`config.mk`:
```
export PLATFORM = sky130hd
export DESIGN_NAME = sass_sequencer
export DESIGN_NICKNAME = d
export VERILOG_FILES = /design/src/sass_buffer.v /design/src/sass_sequencer.v
export VERILOG_INCLUDE_DIRS = /design/src /design/src/src
export SDC_FILE = /design/constraint.sdc
export NUM_CORES = 1
export LEC_CHECK = 0
export ABC_AREA = 1
export BUFFER_PORTS_ARGS = -buffer_cell sky130_fd_sc_hd__buf_2
export CORE_ASPECT_RATIO = 1.75
export CORE_MARGIN = 5
export CORE_UTILIZATION = 45
export CTS_CLUSTER_DIAMETER = 30
export DETAILED_ROUTE_END_ITERATION = 6
export GPL_TIMING_DRIVEN = 0
export PLACE_DENSITY_LB_ADDON = 0.2
export SLEW_MARGIN = 0
export SYNTH_ARGS = -nofsm -noshare
export SYNTH_HDL_FRONTEND = slang
export SYNTH_HIERARCHICAL = 1
export SYNTH_SLANG_ARGS = --single-unit
```
`constraint.sdc`:
```
create_clock -name clk -period 3.1 [get_ports clk]
set_input_delay 0.31 -clock clk [delete_from_list [all_inputs] [get_ports clk]]
set_output_delay 0.31 -clock clk [all_outputs]
set_load 0.05 [all_outputs]
```
`src/sass_defines.vh`:
```
// Constants shared by the serial converter sequencer files.
`ifndef SASS_DEFINES_VH
`define SASS_DEFINES_VH

// ----------------------------------------------------------------------------
// Control byte layout: SEL bits counted in the first three bits after the start bit, CFG bits in all seven that follow it
// ----------------------------------------------------------------------------
`define SASS_SEL_HI      2
`define SASS_SEL_LO      0
`define SASS_CFG_SEL_HI  6
`define SASS_CFG_SEL_LO  4
`define SASS_CFG_UNI     3
`define SASS_CFG_SGL     2
`define SASS_CFG_PD_HI   1
`define SASS_CFG_PD_LO   0

// ----------------------------------------------------------------------------
// Serial clock counts
// ----------------------------------------------------------------------------
`define SASS_TRACK_BIT   4'h5
`define SASS_HOLD_BIT    4'h8
`define SASS_DECISIONS   4'hC
`define SASS_SAR_STEPS   4'hA
`define SASS_CONV_CLKS   4'hF

// ----------------------------------------------------------------------------
// Reset and start values
// ----------------------------------------------------------------------------
`define SASS_DAC_MID     10'h200
`define SASS_DAC_RST     10'h000
`define SASS_PD_RST      2'h3
`define SASS_RES_W       10

`endif

```
`src/sass_buffer.v`:
```
// Two-entry result buffer whose outputs come straight from registers.
`timescale 1ns/100ps
module sass_buffer #(
  parameter WIDTH = 10
) (
  input  wire             clk,
  input  wire             sys_rst,
  input  wire             in_valid,
  output wire             in_ready,
  input  wire [WIDTH-1:0] in_data,
  output reg              out_valid,
  input  wire             out_ready,
  output reg  [WIDTH-1:0] out_data
);

  reg             tail_valid;
  reg [WIDTH-1:0] tail_data;
  wire            push;
  wire            pop;

  // A word is only refused once both slots hold data.
  assign in_ready = ~tail_valid;
  assign push     = in_valid & ~tail_valid;
  assign pop      = out_valid & out_ready;

  always @(posedge clk) begin
    if (sys_rst) begin
      out_valid  <= 1'b0;
      tail_valid <= 1'b0;
      out_data   <= {WIDTH{1'b0}};
      tail_data  <= {WIDTH{1'b0}};
    end else begin
      case ({push, pop})
        2'b11: begin
          out_data <= in_data;
        end
        2'b10: begin
          if (!out_valid) begin
            out_data  <= in_data;
            out_valid <= 1'b1;
          end else begin
            tail_data  <= in_data;
            tail_valid <= 1'b1;
          end
        end
        2'b01: begin
          if (tail_valid) begin
            out_data   <= tail_data;
            tail_valid <= 1'b0;
          end else begin
            out_valid <= 1'b0;
          end
        end
        default: begin
          out_valid <= out_valid;
        end
      endcase
    end
  end

endmodule // sass_buffer

```
`src/sass_sequencer.v`:
```
// Digital sequencer of a 10-bit, 4-channel serially clocked SAR converter.
//
// What this block does
// - A serial input bit is captured on each rising serial clock edge of the control byte; din is ignored during a conversion.
// - While chip select is high the serial input is ignored entirely.
// - Except in shutdown, the serial output and the strobe change only on rising serial clock edges.
// - Serial output and strobe are released to high impedance while chip select is high.
// - The strobe is high for exactly one serial clock period just before the first decision.
// - A low shutdown input puts the block into shutdown.
// - Tracking starts on the falling edge after the fifth control bit.
// - Hold starts on the falling edge after the eighth control bit, so acquisition is three clocks.
// - Single-ended mode routes the channel to the positive input and the return pin to the negative.
// - Pseudo-differential mode only pairs channels zero with one and two with three.
// - At the end of a conversion the hold capacitor goes back to tracking the positive input.
// - A conversion takes 15 serial clock periods.
// - The first one after chip select falls is the start bit unless the result buffer is full; leading zeros do nothing.
// - Ten decisions follow the strobe, most significant first, one per falling edge.
// - Shutdown overrides the power mode and aborts a conversion at once.
`timescale 1ns/100ps
`include "sass_defines.vh"
module sass_sequencer (
  input  wire                    clk,
  input  wire                    sys_rst,
  input  wire                    sclk,
  input  wire                    cs_n,
  input  wire                    din,
  input  wire                    shutdown_n_input,
  input  wire                    cmp_in,
  input  wire                    result_ready,
  output reg                     dout,
  output reg                     dout_oe,
  output reg                     sample_strobe_out,
  output reg                     sample_strobe_oe,
  output reg  [`SASS_RES_W-1:0]  dac_code,
  output reg                     hold_cap_track,
  output reg  [3:0]              pos_ch_sel,
  output reg  [3:0]              neg_ch_sel,
  output reg                     neg_is_com,
  output reg                     bipolar_mode,
  output reg  [1:0]              power_mode,
  output reg                     powered_down,
  output wire                    result_valid,
  output wire [`SASS_RES_W-1:0]  result_data
);

  localparam ST_IDLE  = 2'b00;
  localparam ST_SHIFT = 2'b01;
  localparam ST_CONV  = 2'b10;

  // --------------------------------------------------------------------------
  // Pin synchronisers and serial clock edge detection
  // --------------------------------------------------------------------------
  reg  [4:0] sync1;
  reg  [4:0] sync2;
  reg        sclk_last;
  wire       sclk_s   = sync2[0];
  wire       cs_low   = ~sync2[1];
  wire       din_s    = sync2[2];
  wire       shutdown_n_input_n_s = sync2[3];
  wire       cmp_s    = sync2[4];
  wire       rise     = sclk_s & ~sclk_last;
  wire       fall     = ~sclk_s & sclk_last;

  always @(posedge clk) begin
    if (sys_rst) begin
      sync1     <= 5'h0A;
      sync2     <= 5'h0A;
      sclk_last <= 1'b0;
    end else begin
      sync1     <= {cmp_in, shutdown_n_input, din, cs_n, sclk};
      sync2     <= sync1;
      sclk_last <= sclk_s;
    end
  end

  // --------------------------------------------------------------------------
  // Sequencer state
  // --------------------------------------------------------------------------
  reg  [1:0] state;
  reg  [3:0] bit_cnt;
  reg  [3:0] conv_cnt;
  reg  [6:0] cfg;
  reg        decision;
  reg        push;
  wire       buf_ready;
  wire [3:0] next_conv = conv_cnt + 4'h1;
  wire [3:0] sar_idx   = 4'h9 - conv_cnt;
  wire [2:0] sel_now   = cfg[`SASS_SEL_HI+1:`SASS_SEL_LO+1];
  wire [2:0] sel_cfg   = cfg[`SASS_CFG_SEL_HI:`SASS_CFG_SEL_LO];

  // Channel decode; codes outside the table select nothing.
  function [3:0] sass_pos;
    input [2:0] sel;
    begin
      case (sel)
        3'h1:    sass_pos = 4'h1;
        3'h5:    sass_pos = 4'h2;
        3'h2:    sass_pos = 4'h4;
        3'h6:    sass_pos = 4'h8;
        default: sass_pos = 4'h0;
      endcase
    end
  endfunction

  function [3:0] sass_neg;
    input [2:0] sel;
    begin
      case (sel)
        3'h1:    sass_neg = 4'h2;
        3'h5:    sass_neg = 4'h1;
        3'h2:    sass_neg = 4'h8;
        3'h6:    sass_neg = 4'h4;
        default: sass_neg = 4'h0;
      endcase
    end
  endfunction

  always @(posedge clk) begin
    if (sys_rst || !shutdown_n_input_n_s) begin
      // Shutdown drops whatever is under way, even a conversion.
      state          <= ST_IDLE;
      bit_cnt        <= 4'h0;
      conv_cnt       <= 4'h0;
      cfg            <= 7'h00;
      decision       <= 1'b0;
      push           <= 1'b0;
      dac_code       <= `SASS_DAC_RST;
      hold_cap_track <= 1'b0;
      pos_ch_sel     <= 4'h0;
      neg_ch_sel     <= 4'h0;
      neg_is_com     <= 1'b0;
      bipolar_mode   <= 1'b0;
      power_mode     <= `SASS_PD_RST;
      sample_strobe_out <= 1'b0;
      dout           <= 1'b0;
    end else begin
      push <= 1'b0;
      case (state)
        ST_IDLE: begin
          // The start bit is refused while the result buffer is full, so no
          // finished word can ever be dropped.
          if (rise && cs_low && din_s && buf_ready) begin
            state   <= ST_SHIFT;
            bit_cnt <= 4'h1;
          end
        end
        ST_SHIFT: begin
          if (!cs_low) begin
            state          <= ST_IDLE;
            hold_cap_track <= 1'b0;
          end else if (rise) begin
            cfg     <= {cfg[5:0], din_s};
            bit_cnt <= bit_cnt + 4'h1;
          end else if (fall && bit_cnt == `SASS_TRACK_BIT) begin
            // Positive channel is the same in both modes, so it is known here.
            hold_cap_track <= 1'b1;
            pos_ch_sel     <= sass_pos(sel_now);
          end else if (fall && bit_cnt == `SASS_HOLD_BIT) begin
            hold_cap_track <= 1'b0;
            state          <= ST_CONV;
            conv_cnt       <= 4'h0;
            dac_code       <= `SASS_DAC_MID;
            bipolar_mode   <= ~cfg[`SASS_CFG_UNI];
            power_mode     <= cfg[`SASS_CFG_PD_HI:`SASS_CFG_PD_LO];
            if (cfg[`SASS_CFG_SGL]) begin
              neg_is_com <= 1'b1;
              neg_ch_sel <= 4'h0;
            end else begin
              neg_is_com <= 1'b0;
              neg_ch_sel <= sass_neg(sel_cfg);
            end
          end
        end
        ST_CONV: begin
          if (fall) begin
            conv_cnt <= next_conv;
            if (next_conv <= `SASS_SAR_STEPS) begin
              decision          <= cmp_s;
              dac_code[sar_idx] <= cmp_s;
              if (sar_idx != 4'h0) begin
                dac_code[sar_idx - 4'h1] <= 1'b1;
              end
            end else begin
              decision <= 1'b0;
            end
            if (next_conv == `SASS_CONV_CLKS) begin
              state          <= ST_IDLE;
              hold_cap_track <= 1'b1;
              push           <= 1'b1;
            end
          end
        end
        default: begin
          state <= ST_IDLE;
        end
      endcase

      // Outputs move on rising edges only, giving the host a full half period.
      if (rise) begin
        sample_strobe_out <= (state == ST_CONV) && (conv_cnt == 4'h0);
        if (state == ST_CONV && conv_cnt != 4'h0 && conv_cnt <= `SASS_DECISIONS) begin
          dout <= decision;
        end else begin
          dout <= 1'b0;
        end
      end
    end
  end

  // --------------------------------------------------------------------------
  // Pin enables and shutdown flag
  // --------------------------------------------------------------------------
  always @(posedge clk) begin
    if (sys_rst) begin
      dout_oe          <= 1'b0;
      sample_strobe_oe <= 1'b0;
      powered_down     <= 1'b0;
    end else begin
      dout_oe          <= cs_low;
      sample_strobe_oe <= cs_low;
      powered_down     <= ~shutdown_n_input_n_s;
    end
  end

  // --------------------------------------------------------------------------
  // Result buffer
  // --------------------------------------------------------------------------
  sass_buffer #(
    .WIDTH (`SASS_RES_W)
  ) u_buffer (
    .clk       (clk),
    .sys_rst   (sys_rst),
    .in_valid  (push),
    .in_ready  (buf_ready),
    .in_data   (dac_code),
    .out_valid (result_valid),
    .out_ready (result_ready),
    .out_data  (result_data)
  );

endmodule // sass_sequencer

```
### After elaboration in Yosys (flattened, before gate mapping)

Index checks and enable logic that the tools add are counted.

| cells by class | value |
|---|---|
| add/sub/neg operators | 4 |
| $lt $le $gt $ge | 6 |
| equality and inequality tests | 33 |
| mux-type cells | 52 |
| bitwise gates (word level) | 15 |
| reductions and logical operators | 34 |

Operator list:

| kind | count |
|---|---|
| 10-bit two-way mux | 9 |
| 4-bit two-way mux | 9 |
| 4-bit case mux with 4 select lines | 2 |
| 10-bit case mux with 3 select lines | 1 |
| 2-bit inequality test (second input constant) | 11 |
| 10-bit case mux with 2 select lines | 1 |
| 4-bit case mux with 2 select lines | 2 |
| 1-bit two-way mux | 14 |
| 2-bit two-way mux | 7 |
| 3-bit equality test (second input constant) | 4 |
| 6-bit AND reduction | 2 |
| 10-bit bitwise mux | 1 |
| 1-bit logical AND | 10 |
| 4-bit by 5-bit less-than comparator with 1-bit output (second input constant) | 2 |
| 1-bit NOT | 10 |
| 10-bit OR | 1 |
| 5-bit AND reduction | 2 |
| 3-bit inequality test (second input constant) | 3 |
| 4-bit by 1-bit adder with 4-bit output (second input constant) | 2 |
| 1-bit demux with 4-bit select | 2 |
| 4-bit equality test (second input constant) | 2 |
| 4-bit by 1-bit greater-or-equal comparator with 1-bit output (second input constant) | 2 |
| 4-bit <= comparator (second input constant) | 2 |
| 2-bit AND reduction | 4 |
| other kinds (23) | 39 |

| storage, ports and cells | value |
|---|---|
| flip-flop bits (word level) | 79 |
| bits of input ports | 8 |
| output and inout port bits | 39 |
| word-level logic and storage cells | 168 |

### Longest topological paths before layout

| logic depth | value |
|---|---|
| depth after elaboration | 11 |
| depth in mapped cells | 12 |
| depth with buffers taken out | 12 |

### Cells and area by module

Netlist, hierarchy kept.

Modules (own cells, without submodules):

| module | times used | cells each | area an instance (µm²) | seq. area each (µm²) |
|---|---|---|---|---|
| sass_sequencer | 1 | 414 | 2946.6 | 1141.1 |
| sass_buffer | 1 | 158 | 1061.0 | 440.4 |

### Least setup slack after synthesis

No wires, ideal clock.

| path | value |
|---|---|
| path kind | register to register |
| start | reg conv_cnt[1] |
| end | reg dac_code[8] |
| library setup time | 127 ps |
| arrival time | 1512 ps |
| required time | 2973 ps |
| path slack | 1461 ps |
| cell stages (with the launch flop) | 12 |
| buffers on the path | 1 |
| clock period less this slack | 1639 ps |
| cells stage by stage | dfxtp_1 -> inv_1 -> ha_1 -> buf_4 -> inv_2 -> nand3_1 -> nand2_1 -> inv_1 -> nand2_1 -> nand2_1 -> nand2_1 -> a21oi_1 |

| on the way | value |
|---|---|
| longest elaborated chain between the ends | 11 |
| elaborated cells between the ends (all ways) | 23 |
| classes of those cells | add/sub (3); order compare (5); eq/ne (1); mux (9); bitwise (1); reduce/logical (4) |

RTL lines:

| what | RTL line | text |
|---|---|---|
| from (decl) | sass_sequencer.v:81 | `reg [3:0] conv_cnt;` |
| from (signal assigned) | sass_sequencer.v:176 | `conv_cnt <= next_conv;` |
| 4-bit subtractor | sass_sequencer.v:87 | `wire [3:0] sar_idx = 4'h9 - conv_cnt;` |
| 4-bit by 1-bit subtractor with 4-bit output, or another cell as far along | sass_sequencer.v:181 | `dac_code[sar_idx - 4'h1] <= 1'b1;` |
| 4-bit by 5-bit less-than comparator with 1-bit output (not written as such), or another cell as far along | sass_sequencer.v:181 |  |
| 1-bit logical AND (not written as such) / 1-bit two-way mux (equally long branches) | sass_sequencer.v:181, sass_sequencer.v:179 |  |
| 1-bit two-way mux (not written as such) / 1-bit demux with 4-bit select (equally long branches) | sass_sequencer.v:181, sass_sequencer.v:179 |  |
| 1-bit demux with 4-bit select / 10-bit bitwise mux (equally long branches) | sass_sequencer.v:181, sass_sequencer.v:179 |  |
| 10-bit OR (no line) | - |  |
| 10-bit two-way mux | sass_sequencer.v:180 | `if (sar_idx != 4'h0) begin` |
| 10-bit two-way mux | sass_sequencer.v:177 | `` if (next_conv <= `SASS_SAR_STEPS) begin `` |
| 10-bit two-way mux | sass_sequencer.v:175 | `if (fall) begin` |
| 10-bit case mux with 2 select lines | sass_sequencer.v:138 | `case (state)` |
| to (signal assigned) | sass_sequencer.v:127 | `` dac_code <= `SASS_DAC_RST; `` |
| to (signal assigned) | sass_sequencer.v:162 | `` dac_code <= `SASS_DAC_MID; `` |
| to (signal, indexed assignment) | sass_sequencer.v:179 | `dac_code[sar_idx] <= cmp_s;` |
| to (decl) | sass_sequencer.v:34 | `` output reg [`SASS_RES_W-1:0] dac_code, `` |

Parallel ways exist; a longest one is shown, timed or not. The select of a mux whose other input is x is not followed.
A chain may end at the register's enable or synchronous reset.

### Final worst setup path

| path | value |
|---|---|
| start | reg conv_cnt[2] |
| end | reg dac_code[8] |

The elaborated chain is that of the path after synthesis.

==> out/metrics.yaml <==
yosys:
  syn_nets: 592
  synth_enable_flop_cells: 0
  ys_dominant_reg_cell: "dfxtp_1"
  ys_async_sr_fraction_pct: 0
  yosys_warnings: 6
  syn_area_per_cell_sq_um: 7.01
  ys_ff_latch: 79
  synthCells: 572
  syn_area_sq_um: 4010
  yosysSeqAreaShare_pct: 39.5
  synth_cell_types: 33
setup_path:
  path_cells: "inv_1 > ha_1 > buf_4 > inv_2 > nand3_1 > nand2_1 > inv_1 > nand2_1 > nand2_1 > nand2_1 > a21oi_1"
  slowest_delay_ns: 0.46
  cpMaxStageDelayCell: "dfxtp_1"
  worstPathMaxFanout: 10
  crit_type: "reg -> reg"
  crit_arrival_ns: 2.19
  rr_worst_depth: 11
  end_kind: "flip-flop"
  crit_top_cell: "nand2_1"
  cp_num_cells: 11
  worstPathBufferInverterCount: 4
  critPathLaunchType: "flip-flop"
  worstPathRequired_ns: 3.30
  cp_top_family: "simple AND/OR/NAND/NOR gates"
die:
  dieHeight_um: 135
  dieArea_sq_um: 11000
  row_count: 45
  initial_core_util_pct: 46.2
  core_sq_um: 8670
  boundaryPins: 47
  dieWidth_um: 81.3
clock_network:
  htreeDepth: 3
  clock-sinks: 79
  cts_root_buffer: "clkbuf_16"
  cts_buffer_depth: 2
  clock_latency_ns: 0.34
  cts_made_buffers: 9
  cts_tree: "built"
  cts-resized-gates: 0
  postCtsSetupBuffers: 0
  cts_hold_buf: 0
  clk_pin_slew_worst_paths_ns: 0.06
global_routing:
  antenna_found_initial: 0
  grt_start_max_net_pins: 12
  grt_pass1_wl_um: 15600
  grt_usage_pct: 18.2
  grt_pass1_vias: 3511
  grt-ovfl-total: 0
placement:
  portBuffers: 46
  pre_cts_slack_ns: 1.15
  gp_congestion: 0.910
  dpl.hpwl_um: 7260
sta:
  relSlewSlack_pct: 63.2
  final.period_utilization_pct: 64.2
  fmaxAchievable_mhz: 502
  rsz0062_at_grt: "false"
  final.min_clock_period_ns: 1.99
  final-hold-violation-count: 0
  finalSetupViolCount: 0
  drv_slew: 0
  fin_tns_setup_ns: 0
  max_slew.worst_pin.slew_ns: 0.552
  fin_ws_ns: 1.11
  finalClockSkew_ns: 0.00469
route:
  vias: 3661
  antenna_left: 0
  wl_per_cell_um: 12.6
  drc_errors: 0
  drt_iter0_drc: 167
  routed_via_density: 4.88
  wl_um: 9450
  drtPass1Iterations: 4
status:
  status: "finished clean"
layout:
  n_antenna_cell: 0
  final_layout_size_suffix_gt1_share_pct: 18.8
  layout_commonest_cell: "nand2_1"
  nNetsFinal: 649
  layout_common_cells: "143 x nand2_1, 79 x dfxtp_1, 70 x inv_1"
  area_growth_syn_to_layout_pct: 16.3
min_path:
  hold_depth: 2
  holdCritPathClass: "in -> reg"
power:
  p_leak_nw: 2.07
  ir_worst_vdd_mv: 0.283
  power_density_nw_per_um2: 444
job:
  drv_cap: 0
[stage by stage]
| step | cells | hold slack [ns] | total power [mW] | cell area [sq um] | utilization, % |
|---|---|---|---|---|---|
| floorplan | 572 | 0.386 | 1.08 | 4010 | - |
| global placement | 735 | 0.393 | 1.10 | 4380 | 50.6 |
| detailed placement | 735 | 0.399 | 1.11 | 4380 | 50.6 |
| CTS | 750 | 0.148 | 2.09 | 4660 | 53.8 |
| global route | 750 | 0.156 | 2.14 | 4660 | 53.8 |
| finish | 750 | 0.155 | 2.07 | 4660 | 53.8 |
[registers in the layout, summed over array words and instances (netlist names), 4 cells and up]
signal	flops
bit_cnt	4
cfg	7
conv_cnt	4
dac_code	10
neg_ch_sel	4
pos_ch_sel	4
sync1	5
sync2	5
u_buffer/out_data	10
u_buffer/tail_data	10
[where the power goes]
group | internal (mW) | switching, mW
combinational | 0.0153 | 0.0395
sequential | 1.02 | 0.00441
clock | 0.604 | 0.385
[logic make-up (layout without fill, tap and decap cells)]
kind of cell	after synthesis	count (layout)	synth area share [%]
simple gates	292	292	33.7
xor+xnor	2	2	0.437
buf+inv	99	160	11.0
compound gates	88	88	11.7
fa+ha+maj	12	12	3.75
flops	79	79	39.5
[area by class of cell]
type	count	area [sq um]
timing repair buffer	46	230
multi-input combinational	394	1990
clock buffer	15	278
tap	117	146
fill	890	4010
buffer	18	135
sequential	79	1580
inverter	81	304
[path summary, 6_finish.rpt]
kind                     from          end  slack [ns]
hold reg to reg      sync1[0]     sync2[0]        0.40
hold / removal           cs_n     sync1[1]        0.15
setup / recovery  conv_cnt[2]  dac_code[8]        1.11
setup reg to reg  conv_cnt[2]  dac_code[8]        1.11
[Yosys cell counts (4+ instances only)]
library cell / count / share of area (%)
o21ai_0: 22 / 2.7
nand2_2: 13 / 2.0
or2_2: 5 / 0.78
o21ai_1: 9 / 1.1
nand2_1: 143 / 13
nand2_4: 4 / 1.1
clkbuf_1: 5 / 0.47
nor2_1: 56 / 5.2
buf_6: 7 / 2.0
dfxtp_1: 79 / 39
nor3_1: 14 / 1.7
nor2_4: 8 / 2.2
inv_1: 70 / 6.6
inv_2: 10 / 0.94
nand4_1: 8 / 1.2
a21oi_1: 49 / 6.1
nand3_1: 35 / 4.4
ha_1: 12 / 3.7
[worst reg2reg max path, cell delays in order (launching register included)]
cell	delay, ns
dfxtp_1	0.46
inv_1	0.13
ha_1	0.29
buf_4	0.18
inv_2	0.13
nand3_1	0.25
nand2_1	0.18
inv_1	0.05
nand2_1	0.05
nand2_1	0.04
nand2_1	0.05
a21oi_1	0.05
[routing by layer]
metal	global-route usage, %	vias to the layer above	part of all wire, %
met5	0	-	0
met4	8.46	0	2.5
met3	3.87	19	4.1
met2	35.2	71	57
met1	17.5	1654	37
li1	-	1917	-
Power figures use the tool's default switching activity.
